File: config.mk
export PLATFORM = sky130hd
export DESIGN_NAME = pxb_port_top
export DESIGN_NICKNAME = d
export VERILOG_FILES = /design/src/logic/pxb_pkg.sv /design/src/logic/pxb_crossbar.sv /design/src/logic/pxb_port_top.sv /design/src/logic/pxb_sfr_regs.sv
export SDC_FILE = /design/constraint.sdc
export NUM_CORES = 1
export LEC_CHECK = 0
export BUFFER_PORTS_ARGS = -buffer_cell sky130_fd_sc_hd__buf_2
export CORE_UTILIZATION = 42
export CTS_BUF_LIST = sky130_fd_sc_hd__clkbuf_4
export DETAILED_ROUTE_END_ITERATION = 7
export PLACE_DENSITY_LB_ADDON = 0.2
export SYNTH_ARGS = -nofsm -noshare
export SYNTH_HDL_FRONTEND = slang
export SYNTH_HIERARCHICAL = 1
export SYNTH_SLANG_ARGS = --single-unit
File: constraint.sdc
create_clock -name sys_clk -period 7.56 [get_ports sys_clk]
set_input_delay 1.512 -clock sys_clk [delete_from_list [all_inputs] [get_ports sys_clk]]
set_output_delay 1.512 -clock sys_clk [all_outputs]
set_load 0.05 [all_outputs]
File: src/logic/pxb_pkg.sv
// constants and helpers for the port crossbar and match block
// What this block does
// - uart pins fixed at pin four and five
// - spi takes three or four pins
// - two wire pins always open drain
// - clock output routed only when enabled
// - four bits route comparator outputs
// - pullup disable bit kills every weak pullup
// - crossbar enable gates all peripheral assignment
// - timer and count inputs each routed
// - array field n routes channels below n, seven routes none
// - latch drives free pins, od high floats
// - normal read returns pin levels
// - read modify write reads the latch
// - analog pins read zero, digital read pin
// - input mode zero with latch bit one makes pin analog
// - output mode picks od or push pull
// - skip bit removes pin from assignment
// - masked mismatch raises match event
// - mask zero excludes pin from compare
// - match event requests irq when irq enable is set
// - lowest free unskipped pin per peripheral
// - drivers off while crossbar disabled
// - no pullup on low driven pins
package pxb_pkg;
  // ************************************
  // sizes
  // ************************************
  localparam int PIN_N = 8;
  localparam int SLOT_N = 20;
  localparam int SLOT_W = 5;
  localparam int CEX_N = 6;
  // ************************************
  // register addresses and resets
  // ************************************
  localparam logic [7:0] ADDR_DATA = 8'h80;
  localparam logic [7:0] ADDR_OUT_MODE = 8'ha4;
  localparam logic [7:0] ADDR_MASK = 8'hc7;
  localparam logic [7:0] ADDR_SKIP = 8'hd4;
  localparam logic [7:0] ADDR_VALUE = 8'hd7;
  localparam logic [7:0] ADDR_ROUTE_LO = 8'he1;
  localparam logic [7:0] ADDR_ROUTE_HI = 8'he2;
  localparam logic [7:0] ADDR_IN_MODE = 8'hf1;
  localparam logic [7:0] RST_DATA = 8'hff;
  localparam logic [7:0] RST_OUT_MODE = 8'h00;
  localparam logic [7:0] RST_MASK = 8'h00;
  localparam logic [7:0] RST_SKIP = 8'h00;
  localparam logic [7:0] RST_VALUE = 8'hff;
  localparam logic [7:0] RST_ROUTE = 8'h00;
  localparam logic [7:0] RST_IN_MODE = 8'hff;
  // ************************************
  // route enable bit positions
  // ************************************
  localparam int B_UART = 0;
  localparam int B_SPI = 1;
  localparam int B_SMB = 2;
  localparam int B_CLKO = 3;
  localparam int B_CMP0S = 4;
  localparam int B_CMP0A = 5;
  localparam int B_CMP1S = 6;
  localparam int B_CMP1A = 7;
  localparam int B_ARRAY_LO = 0;
  localparam int B_ARRAY_HI = 2;
  localparam int B_ECI = 3;
  localparam int B_T0 = 4;
  localparam int B_T1 = 5;
  localparam int B_XBAR = 6;
  localparam int B_WPUD = 7;
  localparam logic [2:0] ARRAY_RSVD = 3'h7;
  // ************************************
  // slots in priority order
  // ************************************
  localparam int S_SPI = 0;
  localparam int S_NSS = 3;
  localparam int S_SDA = 4;
  localparam int S_SCL = 5;
  localparam int S_CMP0S = 6;
  localparam int S_CMP0A = 7;
  localparam int S_CMP1S = 8;
  localparam int S_CMP1A = 9;
  localparam int S_CLKO = 10;
  localparam int S_CEX = 11;
  localparam int S_ECI = 17;
  localparam int S_T0 = 18;
  localparam int S_T1 = 19;
  localparam logic [19:0] SLOT_OD_MASK = 20'h00030;
  localparam int UART_TX_PIN = 4;
  localparam int UART_RX_PIN = 5;
  localparam logic [7:0] UART_PINS = 8'h30;

  // open drain drives only a low; returns {oe, out}
  function automatic logic [1:0] pxb_drive_fn(input logic v, input logic req, input logic od);
    pxb_drive_fn = {req & (~od | ~v), v};
  endfunction : pxb_drive_fn
endpackage : pxb_pkg

File: src/logic/pxb_crossbar.sv
// priority decoder giving each requested slot the lowest free pin
`timescale 1ns/1ns
module pxb_crossbar (
  // requests
  input wire logic [pxb_pkg::SLOT_N-1:0] slot_req,
  input wire logic [pxb_pkg::PIN_N-1:0] skip,
  input wire logic uart_fixed,
  // assignment
  output logic [pxb_pkg::PIN_N-1:0] pin_has,
  output logic [pxb_pkg::PIN_N-1:0][pxb_pkg::SLOT_W-1:0] pin_slot
);
  import pxb_pkg::*;

  logic [PIN_N-1:0] used;
  logic found;

  always_comb begin
    used = skip | (uart_fixed ? UART_PINS : 8'h00);
    found = 1'b0;
    pin_has = '0;
    pin_slot = '0;
    for (int s = 0; s < SLOT_N; s++) begin
      found = 1'b0;
      if (slot_req[s]) begin
        for (int p = 0; p < PIN_N; p++) begin
          if (!found && !used[p]) begin
            used[p] = 1'b1;
            pin_has[p] = 1'b1;
            pin_slot[p] = SLOT_W'(s);
            found = 1'b1;
          end
        end
      end
    end
  end
endmodule : pxb_crossbar

File: src/logic/pxb_port_top.sv
// port zero pin logic, crossbar routing, readback and match event
`timescale 1ns/1ns
module pxb_port_top (
  // clock and reset
  input wire logic sys_clk,
  input wire logic resetn,
  // special function register access
  input wire logic sfr_wr,
  input wire logic sfr_rd,
  input wire logic sfr_rmw,
  input wire logic [7:0] sfr_addr,
  input wire logic [7:0] sfr_wdata,
  output logic [7:0] sfr_rdata,
  // pins
  input wire logic [pxb_pkg::PIN_N-1:0] pin_in,
  output logic [pxb_pkg::PIN_N-1:0] pin_out,
  output logic [pxb_pkg::PIN_N-1:0] pin_oe,
  output logic [pxb_pkg::PIN_N-1:0] pin_pullup,
  // uart
  input wire logic uart_tx,
  output logic uart_rx,
  // spi: sck, miso, mosi, slave select
  input wire logic spi_four_wire,
  input wire logic [3:0] spi_out,
  input wire logic [3:0] spi_oe,
  output logic [3:0] spi_in,
  // two wire bus
  input wire logic sda_out,
  input wire logic scl_out,
  output logic sda_in,
  output logic scl_in,
  // comparators and clock output
  input wire logic cmp0_sync,
  input wire logic cmp0_async,
  input wire logic cmp1_sync,
  input wire logic cmp1_async,
  input wire logic sysclk_inv,
  // counter array and timers
  input wire logic [pxb_pkg::CEX_N-1:0] array_channel_out,
  output logic [pxb_pkg::CEX_N-1:0] array_channel_in,
  output logic ext_count_input,
  output logic timer0_input,
  output logic timer1_input,
  // match event
  input wire logic port1_match,
  input wire logic match_irq_enable,
  output logic port_match,
  output logic match_irq
);
  import pxb_pkg::*;

  typedef struct packed {
    logic [PIN_N-1:0] out;
    logic [PIN_N-1:0] oe;
    logic [PIN_N-1:0] pull;
    logic [7:0] rdata;
    logic [SLOT_N-1:0] sin;
    logic urx;
    logic match;
    logic irq;
  } pxb_top_type;

  pxb_top_type st_q;
  pxb_top_type st_d;

  logic [7:0] latch;
  logic [7:0] omode;
  logic [7:0] mask;
  logic [7:0] skip;
  logic [7:0] value;
  logic [7:0] rlo;
  logic [7:0] rhi;
  logic [7:0] imode;
  logic xbar_en;
  logic uart_en;
  logic [2:0] array_n;
  logic [SLOT_N-1:0] slot_req;
  logic [SLOT_N-1:0] slot_val;
  logic [SLOT_N-1:0] slot_drv;
  logic [PIN_N-1:0] pin_has;
  logic [PIN_N-1:0][SLOT_W-1:0] pin_slot;
  logic [PIN_N-1:0] analog;
  logic [PIN_N-1:0] din;

  // ************************************
  // registers and crossbar
  // ************************************
  pxb_sfr_regs u_regs (
    .sys_clk(sys_clk),
    .resetn(resetn),
    .sfr_wr(sfr_wr),
    .sfr_addr(sfr_addr),
    .sfr_wdata(sfr_wdata),
    .data_latch(latch),
    .out_mode(omode),
    .cmp_mask(mask),
    .xbar_skip(skip),
    .cmp_value(value),
    .route_lo(rlo),
    .route_hi(rhi),
    .in_mode(imode)
  );

  pxb_crossbar u_xbar (
    .slot_req(slot_req),
    .skip(skip),
    .uart_fixed(uart_en),
    .pin_has(pin_has),
    .pin_slot(pin_slot)
  );

  // ************************************
  // slot requests
  // ************************************
  assign xbar_en = rhi[B_XBAR];
  assign uart_en = xbar_en & rlo[B_UART];
  assign array_n = rhi[B_ARRAY_HI:B_ARRAY_LO];
  assign analog = ~imode & latch;
  assign din = pin_in & ~analog;

  always_comb begin
    slot_req = '0;
    slot_req[S_SPI +: 3] = {3{rlo[B_SPI]}};
    slot_req[S_NSS] = rlo[B_SPI] & spi_four_wire;
    slot_req[S_SDA] = rlo[B_SMB];
    slot_req[S_SCL] = rlo[B_SMB];
    slot_req[S_CMP0S] = rlo[B_CMP0S];
    slot_req[S_CMP0A] = rlo[B_CMP0A];
    slot_req[S_CMP1S] = rlo[B_CMP1S];
    slot_req[S_CMP1A] = rlo[B_CMP1A];
    slot_req[S_CLKO] = rlo[B_CLKO];
    for (int c = 0; c < CEX_N; c++) begin
      slot_req[S_CEX + c] = (array_n != ARRAY_RSVD) && (c < int'(array_n));
    end
    slot_req[S_ECI] = rhi[B_ECI];
    slot_req[S_T0] = rhi[B_T0];
    slot_req[S_T1] = rhi[B_T1];
    slot_req = xbar_en ? slot_req : '0;
  end

  // slot index order fixes the priority
  assign slot_val = {3'b111, array_channel_out, sysclk_inv, cmp1_async, cmp1_sync,
                     cmp0_async, cmp0_sync, scl_out, sda_out, spi_out};
  assign slot_drv = {3'b000, 6'h3f, 1'b1, 4'hf, 2'b11, spi_oe};

  // ************************************
  // next state
  // ************************************
  always_comb begin
    logic v;
    logic r;
    logic od;
    logic [1:0] drv;
    v = 1'b1;
    r = 1'b0;
    od = 1'b0;
    drv = 2'b00;
    st_d = st_q;
    st_d.sin = '1;
    for (int p = 0; p < PIN_N; p++) begin
      od = ~omode[p];
      if (uart_en && p == UART_TX_PIN) begin
        v = uart_tx;
        r = 1'b1;
      end else if (uart_en && p == UART_RX_PIN) begin
        v = 1'b1;
        r = 1'b0;
      end else if (pin_has[p]) begin
        v = slot_val[pin_slot[p]];
        r = slot_drv[pin_slot[p]];
        od = od | SLOT_OD_MASK[pin_slot[p]];
        st_d.sin[pin_slot[p]] = din[p];
      end else begin
        v = latch[p];
        r = 1'b1;
      end
      drv = pxb_drive_fn(v, r, od);
      st_d.out[p] = drv[0];
      st_d.oe[p] = drv[1] & xbar_en & ~analog[p];
      st_d.pull[p] = ~rhi[B_WPUD] & ~analog[p] & ~(st_d.oe[p] & ~drv[0]);
    end
    st_d.urx = uart_en ? din[UART_RX_PIN] : 1'b1;
    st_d.match = ((din & mask) != (value & mask)) | port1_match;
    st_d.irq = st_d.match & match_irq_enable;
    if (sfr_rd) begin
      if (sfr_addr == ADDR_DATA) begin
        st_d.rdata = sfr_rmw ? latch : din;
      end else if (sfr_addr == ADDR_OUT_MODE) begin
        st_d.rdata = omode;
      end else if (sfr_addr == ADDR_MASK) begin
        st_d.rdata = mask;
      end else if (sfr_addr == ADDR_SKIP) begin
        st_d.rdata = skip;
      end else if (sfr_addr == ADDR_VALUE) begin
        st_d.rdata = value;
      end else if (sfr_addr == ADDR_ROUTE_LO) begin
        st_d.rdata = rlo;
      end else if (sfr_addr == ADDR_ROUTE_HI) begin
        st_d.rdata = rhi;
      end else if (sfr_addr == ADDR_IN_MODE) begin
        st_d.rdata = imode;
      end else begin
        st_d.rdata = 8'h00;
      end
    end
  end

  always_ff @(posedge sys_clk or negedge resetn) begin
    if (!resetn) begin
      st_q <= '{out: '1, oe: '0, pull: '0, rdata: 8'h00, sin: '1,
                urx: 1'b1, match: 1'b0, irq: 1'b0};
    end else begin
      st_q <= st_d;
    end
  end

  // ************************************
  // outputs
  // ************************************
  assign sfr_rdata = st_q.rdata;
  assign pin_out = st_q.out;
  assign pin_oe = st_q.oe;
  assign pin_pullup = st_q.pull;
  assign uart_rx = st_q.urx;
  assign spi_in = st_q.sin[S_NSS:S_SPI];
  assign sda_in = st_q.sin[S_SDA];
  assign scl_in = st_q.sin[S_SCL];
  assign array_channel_in = st_q.sin[S_CEX +: CEX_N];
  assign ext_count_input = st_q.sin[S_ECI];
  assign timer0_input = st_q.sin[S_T0];
  assign timer1_input = st_q.sin[S_T1];
  assign port_match = st_q.match;
  assign match_irq = st_q.irq;

  // ************************************
  // assertions
  // ************************************
  property p_drivers_off;
    @(posedge sys_clk) disable iff (!resetn)
    !xbar_en |=> pin_oe == 8'h00;
  endproperty
  a_drivers_off: assert property (p_drivers_off) else $error("driver on with crossbar off");

  property p_uart_tx;
    @(posedge sys_clk) disable iff (!resetn)
    uart_en && omode[UART_TX_PIN] && !analog[UART_TX_PIN]
      |=> pin_oe[UART_TX_PIN] && pin_out[UART_TX_PIN] == $past(uart_tx);
  endproperty
  a_uart_tx: assert property (p_uart_tx) else $error("uart tx not on its fixed pin");

  property p_analog_quiet;
    @(posedge sys_clk) disable iff (!resetn)
    analog != 8'h00 |=> ((pin_oe | pin_pullup) & $past(analog)) == 8'h00;
  endproperty
  a_analog_quiet: assert property (p_analog_quiet) else $error("analog pin driven");

  property p_match;
    @(posedge sys_clk) disable iff (!resetn)
    1'b1 |=> port_match == ($past(((din ^ value) & mask) != 8'h00) || $past(port1_match));
  endproperty
  a_match: assert property (p_match) else $error("match event wrong");

  property p_read_pins;
    @(posedge sys_clk) disable iff (!resetn)
    sfr_rd && sfr_addr == ADDR_DATA && !sfr_rmw |=> sfr_rdata == $past(pin_in & ~analog);
  endproperty
  a_read_pins: assert property (p_read_pins) else $error("port read not pin level");

  property p_read_latch;
    @(posedge sys_clk) disable iff (!resetn)
    sfr_rd && sfr_addr == ADDR_DATA && sfr_rmw |=> sfr_rdata == $past(latch);
  endproperty
  a_read_latch: assert property (p_read_latch) else $error("rmw read not latch");

  property p_no_pull_low;
    @(posedge sys_clk) disable iff (!resetn)
    (pin_oe & ~pin_out & pin_pullup) == 8'h00;
  endproperty
  a_no_pull_low: assert property (p_no_pull_low) else $error("pullup on low pin");

  property p_pull_off;
    @(posedge sys_clk) disable iff (!resetn)
    rhi[B_WPUD] |=> pin_pullup == 8'h00;
  endproperty
  a_pull_off: assert property (p_pull_off) else $error("pullup with disable set");

  property p_irq;
    @(posedge sys_clk) disable iff (!resetn)
    match_irq |-> port_match && $past(match_irq_enable);
  endproperty
  a_irq: assert property (p_irq) else $error("irq without enabled match");

  property p_uart_rx;
    @(posedge sys_clk) disable iff (!resetn)
    uart_en |=> !pin_oe[UART_RX_PIN];
  endproperty
  a_uart_rx: assert property (p_uart_rx) else $error("uart rx pin driven");

  property p_irq_follow;
    @(posedge sys_clk) disable iff (!resetn)
    match_irq_enable |=> match_irq == port_match;
  endproperty
  a_irq_follow: assert property (p_irq_follow) else $error("irq not following match");
endmodule : pxb_port_top

File: src/logic/pxb_sfr_regs.sv
// special function register storage for port zero and crossbar
`timescale 1ns/1ns
module pxb_sfr_regs (
  // clock and reset
  input wire logic sys_clk,
  input wire logic resetn,
  // write port
  input wire logic sfr_wr,
  input wire logic [7:0] sfr_addr,
  input wire logic [7:0] sfr_wdata,
  // register values
  output logic [7:0] data_latch,
  output logic [7:0] out_mode,
  output logic [7:0] cmp_mask,
  output logic [7:0] xbar_skip,
  output logic [7:0] cmp_value,
  output logic [7:0] route_lo,
  output logic [7:0] route_hi,
  output logic [7:0] in_mode
);
  import pxb_pkg::*;

  typedef struct packed {
    logic [7:0] data;
    logic [7:0] omode;
    logic [7:0] mask;
    logic [7:0] skip;
    logic [7:0] value;
    logic [7:0] rlo;
    logic [7:0] rhi;
    logic [7:0] imode;
  } pxb_regs_type;

  pxb_regs_type st_q;
  pxb_regs_type st_d;

  // ************************************
  // write decode
  // ************************************
  always_comb begin
    st_d = st_q;
    if (sfr_wr) begin
      if (sfr_addr == ADDR_DATA) begin
        st_d.data = sfr_wdata;
      end else if (sfr_addr == ADDR_OUT_MODE) begin
        st_d.omode = sfr_wdata;
      end else if (sfr_addr == ADDR_MASK) begin
        st_d.mask = sfr_wdata;
      end else if (sfr_addr == ADDR_SKIP) begin
        st_d.skip = sfr_wdata;
      end else if (sfr_addr == ADDR_VALUE) begin
        st_d.value = sfr_wdata;
      end else if (sfr_addr == ADDR_ROUTE_LO) begin
        st_d.rlo = sfr_wdata;
      end else if (sfr_addr == ADDR_ROUTE_HI) begin
        st_d.rhi = sfr_wdata;
      end else if (sfr_addr == ADDR_IN_MODE) begin
        st_d.imode = sfr_wdata;
      end
    end
  end

  always_ff @(posedge sys_clk or negedge resetn) begin
    if (!resetn) begin
      st_q <= '{RST_DATA, RST_OUT_MODE, RST_MASK, RST_SKIP, RST_VALUE,
                RST_ROUTE, RST_ROUTE, RST_IN_MODE};
    end else begin
      st_q <= st_d;
    end
  end

  assign data_latch = st_q.data;
  assign out_mode = st_q.omode;
  assign cmp_mask = st_q.mask;
  assign xbar_skip = st_q.skip;
  assign cmp_value = st_q.value;
  assign route_lo = st_q.rlo;
  assign route_hi = st_q.rhi;
  assign in_mode = st_q.imode;
endmodule : pxb_sfr_regs

==> out/results.ini <==
[timing]
slew_violations = 0
skew_ps = 20.1
setup-violations-final = 0
tns_ps = 0
post-route-min-period_ps = 7130
max_freq_mhz = 140
fin_ws_ps = 434
fin_crit_sh_pct = 94.3
worstMarginPinSlew_ps = 1170
rsz0062_at_grt = no
hold_viol = 0
relSlewSlack_pct = 21.9
whs_ps = 487

[floorplanning]
coreArea_sq_mm = 0.0356
die_h_microns = 192
ioPinCount = 104
rows = 69
dieWidth_microns = 192
die-area_sq_mm = 0.0369
start_util_pct = 42.6

[final_layout]
mostFrequentLayoutCell = nand2_1
fin_area_sq_mm = 0.0173
post-route-util_pct = 48.6
drive_gt1_share_pct = 26.2
stdcell_count = 2582
area_growth_syn_to_layout_pct = 14.0
nets = 2160
final_cell_mix = 177 x nand2_1, 175 x buf_4, 170 x nor2_1
fillers = 3541

[setup_path]
cp.required_ps = 8080
crit_arrival_ps = 7650
critical_path_class = register to register
end_kind = register
cp_max_fo = 11
cp_slowest_cell = o311ai_2
max_stage_delay_ps = 660
start_kind = register
path_cells = and2_2, or4_4, a221o_1, o311ai_2, o21ai_1, buf_4, o31ai_1, a21oi_1, o32ai_4, o211ai_2, buf_4, or2_1, a311o_1, a311oi_1, buf_4, or2_2, nand3_1, buf_4, nor3_1, nand2_1, o2111ai_1, o21a_1, o211a_1
rrSetupSlack_ps = 430
crit_path_frequent_cell = buf_4

[clock_network]
clk_pin_slew_worst_paths_ps = 110
clock-sinks = 114
cts_setup_buffers = 0
cts_inserted_buffers = 17
worst_skew_pair.late_latency_ps = 590
h-tree-depth = 4
clk_path_buf_depth = 2
cts-root-buf = clkbuf_4
cts_tree = done

[min_path]
hp-class = register to register

[pwr]
powerDensity_mw_per_mm2 = 93.3
total_power_mw = 1.61
power.leakage_nw = 6.60
peakVddDrop_mv = 0.141

[status]
status = finished, final reports clean

[synthesis]
yosysSeqAreaShare_pct = 19.2
syn-cell-area_sq_mm = 0.0152
ys_seq_elements = 114
synth_edf_count = 0
synth_top_cell_area_share_pct = 10.9
synthFlopType = dfrtp_1
synth.area.top_cells = dfrtp_1 11%, dfstp_2 8.3%, mux2_2 5.1%
synth_nets = 1997
synth-async-reset-ratio_pct = 100
syn_area_per_cell_sq_um = 7.80
syn_inst = 1943
ys_warn_count = 6
synthDistinctLibCells = 124
synth_top_cell_by_area = dfrtp_1

[global_routing]
grt_pass1_wl_microns = 94900
grt_pass1_vias = 15717
overflow = 0
grt_antenna_before_repair = 2
grt_use_total_pct = 33.6
grt_max_degree = 81

[place]
post-dp-hpwl_microns = 49800
place.gp.congestion = 1.01
dp_cells = 2548
place_area_sq_mm = 0.0170
pre_cts_ws_ps = -90.9
port_buffers = 103

[detailed_routing]
drtPass1Iterations = 7
avgRoutedWirePerCell_microns = 24.1
routed.top_layer = met4
drt_iter0_markers = 2325
route.met2.wl_microns = 27800
drtAntennaViolNets = 0
remaining_drc_errors = 0
vias = 17534
wl_microns = 62200
wl_met1_microns = 27300
via_per_inst = 6.79
wl_met3_microns = 5290

[flow_run]
max-cap-violations = 0

-- routing by layer --
metal / global-route usage (%) / up-vias
li1: - / 7971
met1: 47.9 / 8439
met2: 52.3 / 1007
met3: 4.49 / 117
met4: 10.1 / 0
met5: 0 / -
-- cell families (layout without fill, tap and decap cells) --
family / after synthesis / after routing / share of synthesized area, %
other: 0 / 2 / 0
multiplexers: 121 / 121 / 11.7
flip-flops: 114 / 114 / 19.2
AO/OA/AOI/OAI: 740 / 740 / 34.9
adder cells (fa/ha/maj): 20 / 20 / 1.36
AND/OR/NAND/NOR: 767 / 767 / 26.9
buffers and inverters: 164 / 340 / 4.94
XOR/XNOR: 17 / 17 / 0.982
-- registers in the layout, indices dropped and copies added, names as in the netlist --
name,flops
timer1_input,1
pin_oe,8
u_regs/route_lo,8
sfr_rdata,8
u_regs/in_mode,8
u_regs/out_mode,8
scl_in,1
match_irq,1
u_regs/xbar_skip,8
port_match,1
pin_out,8
pin_pullup,8
array_channel_in,6
u_regs/route_hi,8
ext_count_input,1
sda_in,1
u_regs/cmp_value,8
u_regs/data_latch,8
spi_in,4
timer0_input,1
uart_rx,1
u_regs/cmp_mask,8
-- repair_timing --
| item | in CTS | in global routing |
|---|---|---|
| hold buffers | 0 | 0 |
| gates resized for setup | 0 | 1 |
| endpoints found under the setup margin | 0 | 1 |
-- report_power, final --
group / switching (mW) / total (mW) / internal, mW / leakage (nW)
registers: 0.0363 / 0.684 / 0.648 / 1.36
clock network: 0.264 / 0.534 / 0.270 / 0.171
logic: 0.265 / 0.394 / 0.128 / 5.07
total: 0.566 / 1.61 / 1.05 / 6.60
-- layout make-up --
cell class                      count  area (sq um)  share of cell area (%)
Multi-Input combinational cell   1665         11500                    66.6
Tap cell                          461           577                    3.34
Antenna cell                        2          5.00                  0.0290
Timing Repair Buffer              278          1840                    10.7
Sequential cell                   114          2910                    16.9
Inverter                           30           113                   0.652
Clock inverter                     13           184                    1.06
Clock buffer                       19           143                   0.825
-- critical path: cells and delay by family (launching register included) --
kind | cells | cell delay [ps]
AOI/OAI and AO/OA | 12 | 3790
buffers and inverters | 4 | 850
DFF | 1 | 490
and+or+nand+nor | 7 | 1930
-- worst paths after layout --
check | start | cells after the start | end
worst min register to register | sfr_rdata[7] | 1 | sfr_rdata[7]
min in group asynchronous | resetn | 1 | pin_pullup[5]
worst max register to register | u_regs/route_hi[6] | 23 | pin_pullup[7]
worst min-delay path | sfr_rdata[7] | 1 | sfr_rdata[7]
worst max-delay path | u_regs/route_hi[6] | 23 | pin_pullup[7]
max in group asynchronous | resetn | 2 | u_regs/route_hi[1]
-- Yosys cell counts (39+ instances only) --
master      n
dfrtp_1    66
nor2_1    170
mux2_2     69
a21oi_1   139
a211oi_1   42
nand2_1   177
buf_2      39
dfstp_2    48
nor3_1     68
clkbuf_1   72
nand3_1    62
o22ai_1    40
o21ai_0   120
Note: power is estimated with default switching activity, not from simulation.
